<file path="config.mk">
export PLATFORM = sky130hd
export DESIGN_NAME = rail_control_pg_delay_regs
export DESIGN_NICKNAME = d
export VERILOG_FILES = /design/src/rail_ctrl_pkg.sv /design/src/rail_control_pg_delay_regs.sv
export SDC_FILE = /design/constraint.sdc
export NUM_CORES = 1
export LEC_CHECK = 0
export BUFFER_PORTS_ARGS = -buffer_cell sky130_fd_sc_hd__buf_4
export CAP_MARGIN = 20
export CORE_UTILIZATION = 50
export DETAILED_ROUTE_END_ITERATION = 8
export GPL_ROUTABILITY_DRIVEN = 0
export PLACE_DENSITY = 0.69
export SYNTH_ARGS = -nofsm -noshare
export SYNTH_HDL_FRONTEND = slang
export SYNTH_SLANG_ARGS = --single-unit
export TNS_END_PERCENT = 20
</file>
<file path="constraint.sdc">
create_clock -name REF_CLK -period 7.2 [get_ports REF_CLK]
set_clock_uncertainty 0.05 [all_clocks]
set_input_delay 0.72 -clock REF_CLK [delete_from_list [all_inputs] [get_ports REF_CLK]]
set_output_delay 0.72 -clock REF_CLK [all_outputs]
set_load 0.02 [all_outputs]
</file>
<file path="src/rail_ctrl_pkg.sv">
// Purpose: Shared constants and carriers for the rail control register bank
// Assumes: 25 MHz reference clock, byte-wide register port
// Notes:   Delay tables are in microseconds, converted to cycles with CYC_PER_US in the register module
package rail_ctrl_pkg;

  // ==========================================================================
  // Register offsets
  localparam logic [7:0] OFS_MODE_DIS   = 8'h9C;
  localparam logic [7:0] OFS_POWER_GOOD_DELAY_TWO  = 8'h9D;
  localparam logic [7:0] OFS_SW_DIS     = 8'h9F;
  localparam logic [7:0] OFS_RAIL_EN1   = 8'hA0;

  // ==========================================================================
  // Field positions
  localparam int MODE_LSB     = 3;
  localparam int STEP_OFF_LSB = 0;
  localparam int SW_OFF_LSB   = 4;
  localparam int DLY_B_LSB    = 5;
  localparam int DLY_D_LSB    = 2;
  localparam int DLY_A_LSB    = 0;

  // ==========================================================================
  // Values after reset and register write masks
  localparam logic [7:0] RST_MODE_DIS  = 8'h07;
  localparam logic [7:0] RST_POWER_GOOD_DELAY_TWO = 8'h12;
  localparam logic [7:0] RST_SW_DIS    = 8'hF0;
  localparam logic [7:0] RST_RAIL_EN1  = 8'h00;
  localparam logic [7:0] MODE_DIS_MASK = 8'h3F;
  localparam logic [7:0] SW_DIS_MASK   = 8'hF0;

  // ==========================================================================
  // Timing
  localparam int CLK_HZ       = 25_000_000;
  localparam int TIME_UNIT_US = 1;
  localparam int DLY_US [8]   = '{2500, 5000, 10000, 15000,
                                  20000, 50000, 75000, 100000};
  localparam int DLY_A_US [4] = '{0, 5000, 10000, 15000};
  localparam int CYC_PER_US   = CLK_HZ / 1_000_000;
  localparam int CNT_W        = 22;

  typedef struct packed {
    logic [2:0] mode_sel;
    logic [2:0] step_off_n;
  } step_ctrl_t;

endpackage
</file>
<file path="src/rail_control_pg_delay_regs.sv">
// Purpose: Mode, disable, enable-override and power-good delay registers
// Assumes: Register port is a simple byte strobe interface on REF_CLK
// Notes:   Reset values stand in for factory programmed configuration
`timescale 1ns/10ps
`default_nettype none

// Operation
// - Bits 5..3 pick auto (0) or forced PWM (1) per step-down.
// - Bits 2..0 at 0 force the step-down off regardless of pins.
// - Switch/termination disable bits 7..4; 0 forces the rail off.
// - Pin b delay code at bits 7..5 picks 2.5 to 100 ms.
// - Pin d delay code at bits 4..2, same eight-step table.
// - Pin a delay code at bits 1..0 picks 0, 5, 10, 15 ms.
// - Delay starts once all grouped rails regulate; then power good.
// - Delays may vary ten percent; nominal is used here.
// - Outputs may be power good (timer) or register driven.
// - Override 1 forces step-down on unless disabled; 0 defers to pins.
module rail_control_pg_delay_regs #(
  parameter logic [7:0] INIT_MODE_DIS  = rail_ctrl_pkg::RST_MODE_DIS,
  parameter logic [7:0] INIT_POWER_GOOD_DELAY_TWO = rail_ctrl_pkg::RST_POWER_GOOD_DELAY_TWO,
  parameter logic [7:0] INIT_SW_DIS    = rail_ctrl_pkg::RST_SW_DIS,
  parameter logic [7:0] INIT_RAIL_EN1  = rail_ctrl_pkg::RST_RAIL_EN1,
  parameter int         CYC_PER_US     = rail_ctrl_pkg::CYC_PER_US
) (
  input  wire logic       REF_CLK,
  input  wire logic       RESET,
  input  wire logic       REG_WR,
  input  wire logic       REG_RD,
  input  wire logic [7:0] REG_ADDR,
  input  wire logic [7:0] REG_WDATA,
  output var  logic [7:0] REG_RDATA,
  input  wire logic [2:0] PIN_CTRL_EN,
  input  wire logic [3:0] SW_PIN_EN,
  input  wire logic [2:0] GROUP_IN_REG,
  input  wire logic [2:0] OUT_FUNC_REG,
  input  wire logic [2:0] OUT_LEVEL,
  output var  logic [2:0] STEP_DOWN_FPWM,
  output var  logic [2:0] STEP_DOWN_ON,
  output var  logic [3:0] SWITCH_ON,
  output var  logic [2:0] OUT_PIN_GOOD
);

  // ==========================================================================
  // Register file
  logic [7:0] mode_dis_q, mode_dis_d;
  logic [7:0] dly_q, dly_d;
  logic [7:0] sw_dis_q, sw_dis_d;
  logic [7:0] rail_en_q, rail_en_d;
  logic [7:0] rdata_d;

  always_comb begin
    mode_dis_d = mode_dis_q;
    dly_d      = dly_q;
    sw_dis_d   = sw_dis_q;
    rail_en_d  = rail_en_q;
    if (REG_WR) begin
      if (REG_ADDR == rail_ctrl_pkg::OFS_MODE_DIS) begin
        // writable mode and off bits, top two read zero
        mode_dis_d = REG_WDATA & rail_ctrl_pkg::MODE_DIS_MASK;
      end else if (REG_ADDR == rail_ctrl_pkg::OFS_POWER_GOOD_DELAY_TWO) begin
        dly_d = REG_WDATA;
      end else if (REG_ADDR == rail_ctrl_pkg::OFS_SW_DIS) begin
        // low nibble held at zero even if software misbehaves
        sw_dis_d = REG_WDATA & rail_ctrl_pkg::SW_DIS_MASK;
      end else if (REG_ADDR == rail_ctrl_pkg::OFS_RAIL_EN1) begin
        rail_en_d = REG_WDATA;
      end
    end
    rdata_d = 8'h00;
    if (REG_RD) begin
      if (REG_ADDR == rail_ctrl_pkg::OFS_MODE_DIS) begin
        rdata_d = mode_dis_q;
      end else if (REG_ADDR == rail_ctrl_pkg::OFS_POWER_GOOD_DELAY_TWO) begin
        rdata_d = dly_q;
      end else if (REG_ADDR == rail_ctrl_pkg::OFS_SW_DIS) begin
        rdata_d = sw_dis_q;
      end else if (REG_ADDR == rail_ctrl_pkg::OFS_RAIL_EN1) begin
        rdata_d = rail_en_q;
      end
    end
  end

  always_ff @(posedge REF_CLK) begin
    if (RESET) begin
      mode_dis_q <= INIT_MODE_DIS & rail_ctrl_pkg::MODE_DIS_MASK;
      dly_q      <= INIT_POWER_GOOD_DELAY_TWO;
      sw_dis_q   <= INIT_SW_DIS & rail_ctrl_pkg::SW_DIS_MASK;
      rail_en_q  <= INIT_RAIL_EN1;
      REG_RDATA  <= 8'h00;
    end else begin
      mode_dis_q <= mode_dis_d;
      dly_q      <= dly_d;
      sw_dis_q   <= sw_dis_d;
      rail_en_q  <= rail_en_d;
      REG_RDATA  <= rdata_d;
    end
  end

  // ==========================================================================
  // Pin synchronisers
  // Pins are asynchronous levels; two flops before any logic reads them
  logic [15:0] sync1_q, sync1_d;
  logic [15:0] sync2_q, sync2_d;
  logic [2:0]  pin_ctrl_s;
  logic [3:0]  sw_pin_s;
  logic [2:0]  group_s;
  logic [2:0]  func_s;
  logic [2:0]  level_s;

  always_comb begin
    sync1_d = {PIN_CTRL_EN, SW_PIN_EN, GROUP_IN_REG, OUT_FUNC_REG,
               OUT_LEVEL};
    sync2_d = sync1_q;
  end

  always_ff @(posedge REF_CLK) begin
    if (RESET) begin
      sync1_q <= 16'h0000;
      sync2_q <= 16'h0000;
    end else begin
      sync1_q <= sync1_d;
      sync2_q <= sync2_d;
    end
  end

  always_comb begin
    pin_ctrl_s = sync2_q[15:13];
    sw_pin_s   = sync2_q[12:9];
    group_s    = sync2_q[8:6];
    func_s     = sync2_q[5:3];
    level_s    = sync2_q[2:0];
  end

  // ==========================================================================
  // Rail enables
  rail_ctrl_pkg::step_ctrl_t step;
  logic [2:0] fpwm_d, step_on_d;
  logic [3:0] sw_on_d;

  always_comb begin
    step      = rail_ctrl_pkg::step_ctrl_t'(mode_dis_q[5:0]);
    fpwm_d    = step.mode_sel;
    // off bit wins, else override or pin request
    step_on_d = step.step_off_n & (rail_en_q[2:0] | pin_ctrl_s);
    // switch and termination off bits gate the pin request
    sw_on_d   = sw_dis_q[7:4] & sw_pin_s;
  end

  // ==========================================================================
  // Power-good delay timers, index 0 = pin a, 1 = pin b, 2 = pin d
  logic [2:0]                       good_d, good_q;
  logic [2:0][rail_ctrl_pkg::CNT_W-1:0] cnt_q, cnt_d;
  logic [2:0][rail_ctrl_pkg::CNT_W-1:0] target;

  always_comb begin
    // code to nominal delay; nominal within tolerance
    target[0] = rail_ctrl_pkg::CNT_W'(CYC_PER_US *
                rail_ctrl_pkg::DLY_A_US[dly_q[1:0]]);
    target[1] = rail_ctrl_pkg::CNT_W'(CYC_PER_US *
                rail_ctrl_pkg::DLY_US[dly_q[7:5]]);
    target[2] = rail_ctrl_pkg::CNT_W'(CYC_PER_US *
                rail_ctrl_pkg::DLY_US[dly_q[4:2]]);
  end

  for (genvar i = 0; i < 3; i++) begin : g_pg
    always_comb begin
      cnt_d[i]  = cnt_q[i];
      good_d[i] = 1'b0;
      // count only while every grouped rail regulates
      if (!group_s[i]) begin
        cnt_d[i] = '0;
      end else if (cnt_q[i] >= target[i]) begin
        good_d[i] = 1'b1;
      end else begin
        cnt_d[i] = cnt_q[i] + 1'b1;
      end
      // register driven pins bypass the timer
      if (!func_s[i]) begin
        good_d[i] = level_s[i];
      end
    end

  end

  always_ff @(posedge REF_CLK) begin
    if (RESET) begin
      cnt_q          <= '0;
      good_q         <= 3'h0;
      STEP_DOWN_FPWM <= 3'h0;
      STEP_DOWN_ON   <= 3'h0;
      SWITCH_ON      <= 4'h0;
    end else begin
      cnt_q          <= cnt_d;
      good_q         <= good_d;
      STEP_DOWN_FPWM <= fpwm_d;
      STEP_DOWN_ON   <= step_on_d;
      SWITCH_ON      <= sw_on_d;
    end
  end

  always_comb OUT_PIN_GOOD = good_q;
endmodule // rail_control_pg_delay_regs

`default_nettype wire

</file>
* Word level (Yosys, flattened, before mapping) *
Memory sizes are Yosys's and may differ from the RTL's.
Cells that the tools add are included.

storage, ports and cells
  flip-flop bits (word level) = 145
  latch bits = 0
  memory bits (writable) = 0
  ROM bits = 512
  bits of input ports = 36
  output and inout port bits = 21
  logic and storage cells = 75
  memories = 2

memories
  name              words  bits a word  rd ports  clocked after memory_dff  wr ports  RTL line                           text
  (name not given)  8      32           1         0                         0         rail_control_pg_delay_regs.sv:162  rail_ctrl_pkg::DLY_US[dly_q[4:2]]);
  (name not given)  8      32           1         0                         0         rail_control_pg_delay_regs.sv:160  rail_ctrl_pkg::DLY_US[dly_q[7:5]]);

operators by class
  $add $sub $neg = 3
  $mul = 3
  divide/modulo/power cells = 0
  order comparisons = 6
  equal/unequal tests = 4
  shift-type cells = 0
  mux-type cells = 20
  bitwise operators = 13
  reduce and logical (&&, ||, !) cells = 9

operators with widths
  cell                                                                  number
  32-bit two-way mux                                                    6
  6-bit by 32-bit multiplier with 22-bit output (first input constant)  3
  22-bit by 1-bit adder with 22-bit output (second input constant)      3
  22-bit >= comparator                                                  3
  32-bit binary-select mux with 2-bit select                            1
  8-bit equality test (second input constant)                           4
  8-bit two-way mux                                                     3
  1-bit two-way mux                                                     9
  4-bit >= comparator (second input constant)                           2
  3-bit NOT with 4-bit output                                           2
  2-bit OR reduction                                                    4
  1-bit NOT                                                             7
  6-bit two-way mux                                                     1
  5-bit AND reduction                                                   1
  4-bit bitwise AND                                                     1
  4-bit AND reduction                                                   1
  3-bit bitwise AND                                                     1
  3-bit >= comparator (second input constant)                           1
  2-bit NOT with 3-bit output                                           1
  3-bit OR                                                              1
  3-bit AND reduction                                                   1
  3-bit OR reduction                                                    1
  2-bit AND reduction                                                   1

* Depth between registers and ports, before layout *
Gate-level depths: netlist (run 1).

  depth in word-level cells = 9
  mapped depth = 29
  depth with buffers taken out = 27

* Least setup slack after synthesis (run 1) *
Ideal clock, no wire load.

  kind = reg-to-reg
  start point = register dly_q[5]
  end point = register cnt_q[35] (netlist bit)
  arrival = 6.007 ns
  data required time = 7.022 ns
  slack = 1.016 ns
  cell stages (with the launch flop) = 28
  path through = dfxtp_1 clkbuf_1 inv_1 ha_1 buf_2 nor2b_1 or2_2 inv_1 ha_1 fa_1 ha_1 ha_1 a21o_1 a21oi_1 o21ai_0 a211oi_1 o31ai_1 a21oi_1 xor2_1 ha_1 nand4_1 nor2_1 o211ai_1 a21oi_1 or4b_2 nor4_1 xnor2_1 nor2_1

on the way
  cells in the longest elaborated chain, start to end = 6

ends and longest elaborated chain
  what                                                    RTL line                           text
  from (decl)                                             rail_control_pg_delay_regs.sv:46   logic [7:0] dly_q, dly_d;
  from (signal assigned)                                  rail_control_pg_delay_regs.sv:92   dly_q <= dly_d;
  3-bit NOT with 4-bit output (implied by the code)       rail_control_pg_delay_regs.sv:160
  memory 8 x 32 bit                                       -
  32-bit two-way mux (implied by the code) (2 in series)  rail_control_pg_delay_regs.sv:160
  6-bit by 32-bit multiplier with 22-bit output           rail_control_pg_delay_regs.sv:159  target[1] = rail_ctrl_pkg::CNT_W'(CYC_PER_US *
  22-bit >= comparator                                    rail_control_pg_delay_regs.sv:172  end else if (cnt_q[i] >= target[i]) begin
  to (signal assigned)                                    rail_control_pg_delay_regs.sv:193  cnt_q <= cnt_d;
  to (decl)                                               rail_control_pg_delay_regs.sv:152  logic [2:0][rail_ctrl_pkg::CNT_W-1:0] cnt_q, cnt_d;

Every way passes these cells. The select of a mux whose other input is x is not followed.
A chain may end at the register's enable or synchronous reset.

* Worst setup path in the final report (run 1) *
  start point = register dly_q[5]
  end point = register cnt_q[37] (netlist bit)

Same word-level chain as after synthesis.

==> flow_metrics.py, run 1 <==
metrics = {
    "outcome": {
        "status": "finished, final reports clean",
    },
    "layout": {
        "final_net_count": 1414,
        "area_growth_pct": 13.1,
        "stdcell_area_mm2": 0.0113,
        "drive_gt1_frac": 0.0963,
        "final_cell_count_no_fill": 1480,
        "nFillCells": 1818,
        "antennaDiodeCount": 0,
    },
    "global_route": {
        "grt.total_usage": 0.219,
        "grt_pass1_wl_um": 35600,
        "antenna_found_initial": 0,
        "first_global_vias": 7482,
        "grt_start_max_net_pins": 78,
        "grt-ovfl-total": 0,
    },
    "yosys": {
        "synth-edff-count": 0,
        "syn_area_mm2": 0.0100,
        "yosysTopAreaCellShare": 0.290,
        "synth_most_common_cell": "ha_1",
        "synth_ff_type": "dfxtp_1",
        "syn_inst": 1154,
        "syn_area_per_cell_um2": 8.67,
        "synth_area_leaders": "dfxtp_1, ha_1, nor2_1",
        "yosys-top-cells-count": "ha_1, dfxtp_1, nor2_1",
        "yosysSeqAreaShare": 0.290,
        "synth_warnings": 0,
        "synth_area_leader_cell": "dfxtp_1",
        "synthArstFlopShare": 0,
        "ys_ff_latch": 145,
        "ys_types": 65,
    },
    "power_and_ir_drop": {
        "power_frac_comb": 0.035,
        "powerDensity_mw_per_mm2": 160,
        "leakage_nw": 5.09,
        "internal-power_w": 0.00135,
        "max-vdd-ir-drop_mv": 0.153,
        "sequentialPowerShare": 0.451,
        "switching_share": 0.255,
        "clock_power_share": 0.514,
        "p_sw_w": 0.000461,
    },
    "routing": {
        "first_pass_iters": 5,
        "num_vias": 7955,
        "via_per_inst": 5.38,
        "routed_wl_um": 21400,
        "ant_nets": 0,
        "wl_per_cell_um": 14.5,
        "dr.first_iter.drc_count": 432,
        "drc": 0,
    },
    "place": {
        "portBuffers": 56,
        "place_ws_ns": 0.574,
        "dpl-instance-area_mm2": 0.0107,
        "dp.cells": 1448,
        "post-dp-hpwl_um": 16000,
    },
    "timing": {
        "setup_tns_ns": 0,
        "fmax_mhz": 150,
        "slew_headroom": 0.457,
        "period_minus_slack_ns": 6.67,
        "worst_pin_slew_ns": 0.815,
        "slew_viol_final": 0,
        "hold_violations": 0,
        "setup_ws_ns": 0.531,
        "setup_viol": 0,
        "period_share": 0.926,
        "rsz0062_at_grt": "false",
    },
    "worst_hold_path": {
        "worstHoldEndpoint": "SWITCH_ON[0]$_SDFF_PP0_",
        "min-delay-start": "sync2_q[9]$_SDFF_PP0_",
        "hp-class": "flop to flop",
        "hold_depth": 2,
    },
    "worst_setup_path": {
        "cp_data_arrival_time_ns": 6.92,
        "r2r_end": "cnt_q[37]$_SDFFE_PP0N_",
        "r2r_start": "dly_q[5]$_SDFFE_PP0P_",
        "worstPathMaxFanout": 12,
        "crit_path_end_kind": "flop",
        "r2r_slack_ns": 0.53,
        "start_kind": "flop",
        "cp.required_ns": 7.45,
        "critPathKind": "flop to flop",
        "r2r_cells": 25,
    },
    "clock_tree": {
        "postCtsResizedCells": 0,
        "post_cts_buffers": 0,
        "cts_buffer_depth": 2,
        "insertion_delay_ns": 0.44,
        "cts_tree": "done",
        "numCtsBuffers": 17,
        "holdBufCountCts": 0,
        "root_buffer": "clkbuf_16",
        "cts_sinks": 145,
        "htreeDepth": 4,
        "path_clk_slew_ns": 0.07,
    },
    "floorplan": {
        "die_y_um": 143,
        "ios": 57,
        "die_w_um": 143,
        "core_mm2": 0.0195,
        "start_util": 0.512,
        "fp.dieArea_mm2": 0.0206,
        "row_count": 51,
    },
    "job": {
        "maxCapViolations": 0,
    },
}
-- cell families (layout without fill, tap and decap cells) --
family / count (synthesis) / in the layout / synth area share
other: 1 / 2 / 0.000375
buffers and inverters: 126 / 186 / 0.0479
adder cells (fa/ha/maj): 176 / 176 / 0.231
flip-flops: 145 / 145 / 0.290
AO/OA/AOI/OAI: 187 / 187 / 0.120
XOR/XNOR: 83 / 83 / 0.0755
AND/OR/NAND/NOR: 416 / 416 / 0.214
multiplexers: 20 / 20 / 0.0203
-- per-stage QoR --
stage | total power (W) | hold slack (ns) | util
3_5_place_dp | 0.000898 | 0.367 | 0.547
6_report | 0.00181 | 0.378 | 0.580
2_1_floorplan | 0.000869 | 0.352 | -
3_3_place_gp | 0.000898 | 0.359 | 0.547
4_1_cts | 0.00183 | 0.381 | 0.580
5_1_grt | 0.00186 | 0.397 | 0.580
-- critical path: stages, from the launching register on --
cell	delay, ns
dfxtp_1	0.55
inv_1	0.20
ha_1	0.35
nor2b_1	0.17
or2_2	0.30
inv_1	0.09
ha_1	0.24
fa_1	0.48
ha_1	0.30
ha_1	0.35
a21o_1	0.20
a21oi_1	0.18
o21ai_0	0.14
a211oi_1	0.42
o31a_1	0.22
o21ai_0	0.09
o311ai_0	0.14
ha_1	0.33
nand4_1	0.13
nor2_1	0.08
o211ai_1	0.09
a21oi_1	0.09
or4b_2	0.76
nor4_1	0.36
xnor2_1	0.16
nor2_1	0.06
-- how the worst max path moves through the flow --
stage                     startpoint                      to  cells past startpoint
6_report       dly_q[5]$_SDFFE_PP0P_  cnt_q[37]$_SDFFE_PP0N_                     25
2_1_floorplan  dly_q[5]$_SDFFE_PP0P_  cnt_q[35]$_SDFFE_PP0N_                     27
3_3_place_gp   dly_q[5]$_SDFFE_PP0P_  cnt_q[37]$_SDFFE_PP0N_                     25
4_1_cts        dly_q[5]$_SDFFE_PP0P_  cnt_q[37]$_SDFFE_PP0N_                     25
5_1_grt        dly_q[5]$_SDFFE_PP0P_  cnt_q[35]$_SDFFE_PP0N_                     25
3_5_place_dp   dly_q[5]$_SDFFE_PP0P_  cnt_q[37]$_SDFFE_PP0N_                     25
-- metal layers --
metal,GRT usage,vias up,share of wire
met2,0.377,118,0.48
li1,-,4090,-
met3,0.0347,21,0.031
met1,0.279,3726,0.47
met5,0,-,0
met4,0.0689,0,0.011
-- sequential cells by signal, indices dropped and copies added, names as in the netlist --
signal	flops
OUT_PIN_GOOD	3
REG_RDATA	8
dly_q	8
STEP_DOWN_FPWM	3
sync2_q	16
sw_dis_q	4
SWITCH_ON	4
cnt_q	66
sync1_q	16
STEP_DOWN_ON	3
mode_dis_q	6
rail_en_q	8
-- placed cells by master (no fill, tap or decap), types with 3 or more instances in the layout --
cell and n:
o21ai_1 3, and2_1 11, fa_1 15, xnor2_1 43
a22oi_1 3, nand2_1 71, nor4b_1 4, or2_2 3
nor4_1 14, inv_8 6, inv_1 89, ha_1 161
clkbuf_16 17, and4_1 3, xor2_1 38, nor2b_1 49
a211o_1 10, or4_1 5, clkinv_8 4, nand3_1 34
nor3_1 15, o21ai_0 41, nand2b_1 15, a21boi_0 3
o211ai_1 5, nor3b_1 4, buf_4 65, dfxtp_1 145
a21oi_1 63, mux2i_1 18, or3_1 12, a311oi_1 4
nor2_1 116, and3_1 19, nand4_1 28, a31oi_1 4
a222oi_1 4, o21a_1 9, a21o_1 22
-- power groups by stage --
| stage | Sequential, W | Clock, W | Combinational, W |
|---|---|---|---|
| 3_5_place_dp | 0.000835 | 0 | 0.0000636 |
| 5_1_grt | 0.000817 | 0.000977 | 0.0000702 |
| 2_1_floorplan | 0.000835 | 0 | 0.0000344 |
| 3_3_place_gp | 0.000835 | 0 | 0.0000631 |
| 4_1_cts | 0.000816 | 0.000947 | 0.0000641 |
| 6_report | 0.000816 | 0.000931 | 0.0000632 |
-- cell type report --
cell class	count	area [um2]	share of cell area
Clock buffer	17	425	0.0376
Clock inverter	15	205	0.0181
Inverter	89	334	0.0295
Multi-Input combinational cell	884	6630	0.586
Sequential cell	145	2900	0.256
Tap cell	265	332	0.0293
Timing Repair Buffer	65	488	0.0431
(Power assumes the default switching activity.)
==> run 2, diff against run 1 <==
- BUFFER_PORTS_ARGS: -buffer_cell sky130_fd_sc_hd__buf_4 -> -buffer_cell sky130_fd_sc_hd__buf_2
- RECOVER_POWER: default -> 25
==> run 2 against run 1 <==
  * The run now ends with capacitance limit, slew limit left
  * Final cell count did not move
  * Sequential share of layout area rose by 0.35 points
  * Maximum frequency rose by 0.52%
  * Count of clock-buffer cells in the layout did not move
  * Sequential cell count did not move
  * Non-clock buffer count did not move
  * Critical path type unchanged
  * Global-route usage rose by 0.67 points
  * Wire length rose by 0.45%
  * Combinational power fell by 8.1%
  * Die area did not move
==> flow_metrics.py, run 2 (synthesis gave the netlist of run 1 again) <==
metrics = {
    "job": {
        "maxCapViolations": 1,
    },
    "layout": {
        "reg.largest.list": "cnt_q (66), sync1_q (16), sync2_q (16)",
        "registers.top_by_ff_count": "cnt_q",
        "regArea_mm2": 0.00290,
        "final_cell_mix": "ha_1, dfxtp_1, nor2_1",
        "nFillCells": 1789,
        "final_common_cell": "ha_1",
        "area_growth_pct": 11.7,
        "multiInputGateArea_mm2": 0.00663,
        "final_net_count": 1414,
        "drive_gt1_frac": 0.0905,
        "antennaDiodeCount": 0,
        "largest_register_ffs": 66,
    },
    "floorplan": {
        "fp.dieArea_mm2": 0.0206,
        "ios": 57,
        "die_w_um": 143,
        "core_mm2": 0.0195,
        "die_y_um": 143,
        "start_util": 0.512,
        "row_count": 51,
    },
    "routing": {
        "ant_nets": 0,
        "dr.first_iter.drc_count": 401,
        "via_per_inst": 5.40,
        "wl_per_cell_um": 14.5,
        "routed_wl_um": 21500,
        "drc": 0,
        "first_pass_iters": 5,
        "num_vias": 7990,
    },
    "clock_tree": {
        "htreeDepth": 4,
        "path_clk_slew_ns": 0.08,
        "cts_tree": "done",
        "root_buffer": "clkbuf_16",
        "cts_buffer_depth": 2,
        "numCtsBuffers": 17,
        "insertion_delay_ns": 0.44,
        "cts_sinks": 145,
    },
    "timing": {
        "setup_tns_ns": 0,
        "period_share": 0.921,
        "period_minus_slack_ns": 6.63,
        "setup_viol": 0,
        "rsz0062_at_grt": "false",
        "slew_viol_final": 49,
        "hold_violations": 0,
        "fmax_mhz": 151,
        "slew_headroom": -0.428,
        "worst_pin_slew_ns": 2.14,
    },
    "power_and_ir_drop": {
        "leakage_nw": 5.03,
        "max-vdd-ir-drop_mv": 0.145,
        "powerDensity_mw_per_mm2": 162,
        "fin_total_pwr_w": 0.00181,
    },
    "global_route": {
        "antenna_found_initial": 0,
        "grt-ovfl-total": 0,
        "grt.total_usage": 0.225,
        "first_global_vias": 7827,
        "grt_start_max_net_pins": 49,
        "grt_pass1_wl_um": 36900,
    },
    "worst_hold_path": {
        "hp-class": "flop to flop",
        "min-delay-start": "sync2_q[9]$_SDFF_PP0_",
    },
    "outcome": {
        "violations": "capacitance limit, slew limit",
        "status": "complete, but fails checks",
    },
    "worst_setup_path": {
        "worstPathMaxFanout": 12,
        "cp-startpoint": "dly_q[5]$_SDFFE_PP0P_",
        "critPathKind": "flop to flop",
        "cp_data_arrival_time_ns": 6.88,
        "cp.required_ns": 7.45,
        "start_kind": "flop",
        "r2r_start": "dly_q[5]$_SDFFE_PP0P_",
        "crit_path_end_kind": "flop",
    },
    "place": {
        "post-dp-hpwl_um": 16000,
        "portBuffers": 56,
    },
}
==> run 2: power by group <==
part	switching, W	leakage [nW]	total, W	internal, W
Sequential	0.00000382	1.18	0.000816	0.000812
Clock	0.000427	0.308	0.000935	0.000508
Combinational	0.0000345	3.54	0.0000581	0.0000236
Total	0.000465	5.03	0.00181	0.00134
==> run 2: path summary, 6_finish.rpt <==
path	slack, ns	cells after the start	endpoint
max	0.57	25	cnt_q[35]$_SDFFE_PP0N_
min	0.38	2	SWITCH_ON[0]$_SDFF_PP0_
max reg2reg	0.57	25	cnt_q[35]$_SDFFE_PP0N_
min reg2reg	0.38	2	SWITCH_ON[0]$_SDFF_PP0_
==> run 2: area by class of cell <==
type,instances,area share
clock buffers,17,0.0381
clock inverters,15,0.0188
inverters,89,0.0299
multi-input cells,884,0.594
flip-flops and latches,145,0.260
well taps,265,0.0297
repair buffers,65,0.0300
==> run 2: per-stage QoR <==
step	util	worst slack, ns	area, um2	instances	hold WS, ns
after floorplan	-	1.02	10000	1155	0.352
after global placement	0.540	0.789	10500	1448	0.364
after detailed placement	0.540	0.606	10500	1448	0.370
after CTS	0.573	0.462	11200	1480	0.385
after global routing	0.572	0.132	11200	1480	0.407
final	0.572	0.565	11200	1480	0.383
==> run 2: layer usage <==
metal,vias up,GRT usage,part of all wire
met5,-,0,0
met4,0,0.0756,0.019
met3,26,0.0367,0.033
met2,137,0.391,0.47
met1,3725,0.283,0.47
li1,4102,-,-
==> run 2: worst max-delay path: stages (launching register included) <==
cell and delay, ns:
dfxtp_2 0.44, inv_1 0.15, ha_1 0.33, nor2b_1 0.18, or2_2 0.30, inv_1 0.09, ha_1 0.25, fa_1 0.50
ha_1 0.32, ha_1 0.36, a21o_1 0.20, a21oi_1 0.21, o21ai_0 0.15, a211oi_1 0.41, o31a_1 0.22, o21ai_0 0.09
o311ai_0 0.14, ha_1 0.33, nand4_1 0.11, nor2_1 0.08, o211ai_1 0.09, a21oi_1 0.09, or4b_2 0.76, nor4_1 0.41
xnor2_1 0.17, nor2_1 0.05
==> run 2: timing repair <==
| action | in CTS | in global routing |
|---|---|---|
| hold buffers | 0 | 0 |
| setup buffers | 0 | 0 |
| setup endpoints to repair | 0 | 2 |
| gates resized for setup | 0 | 1 |
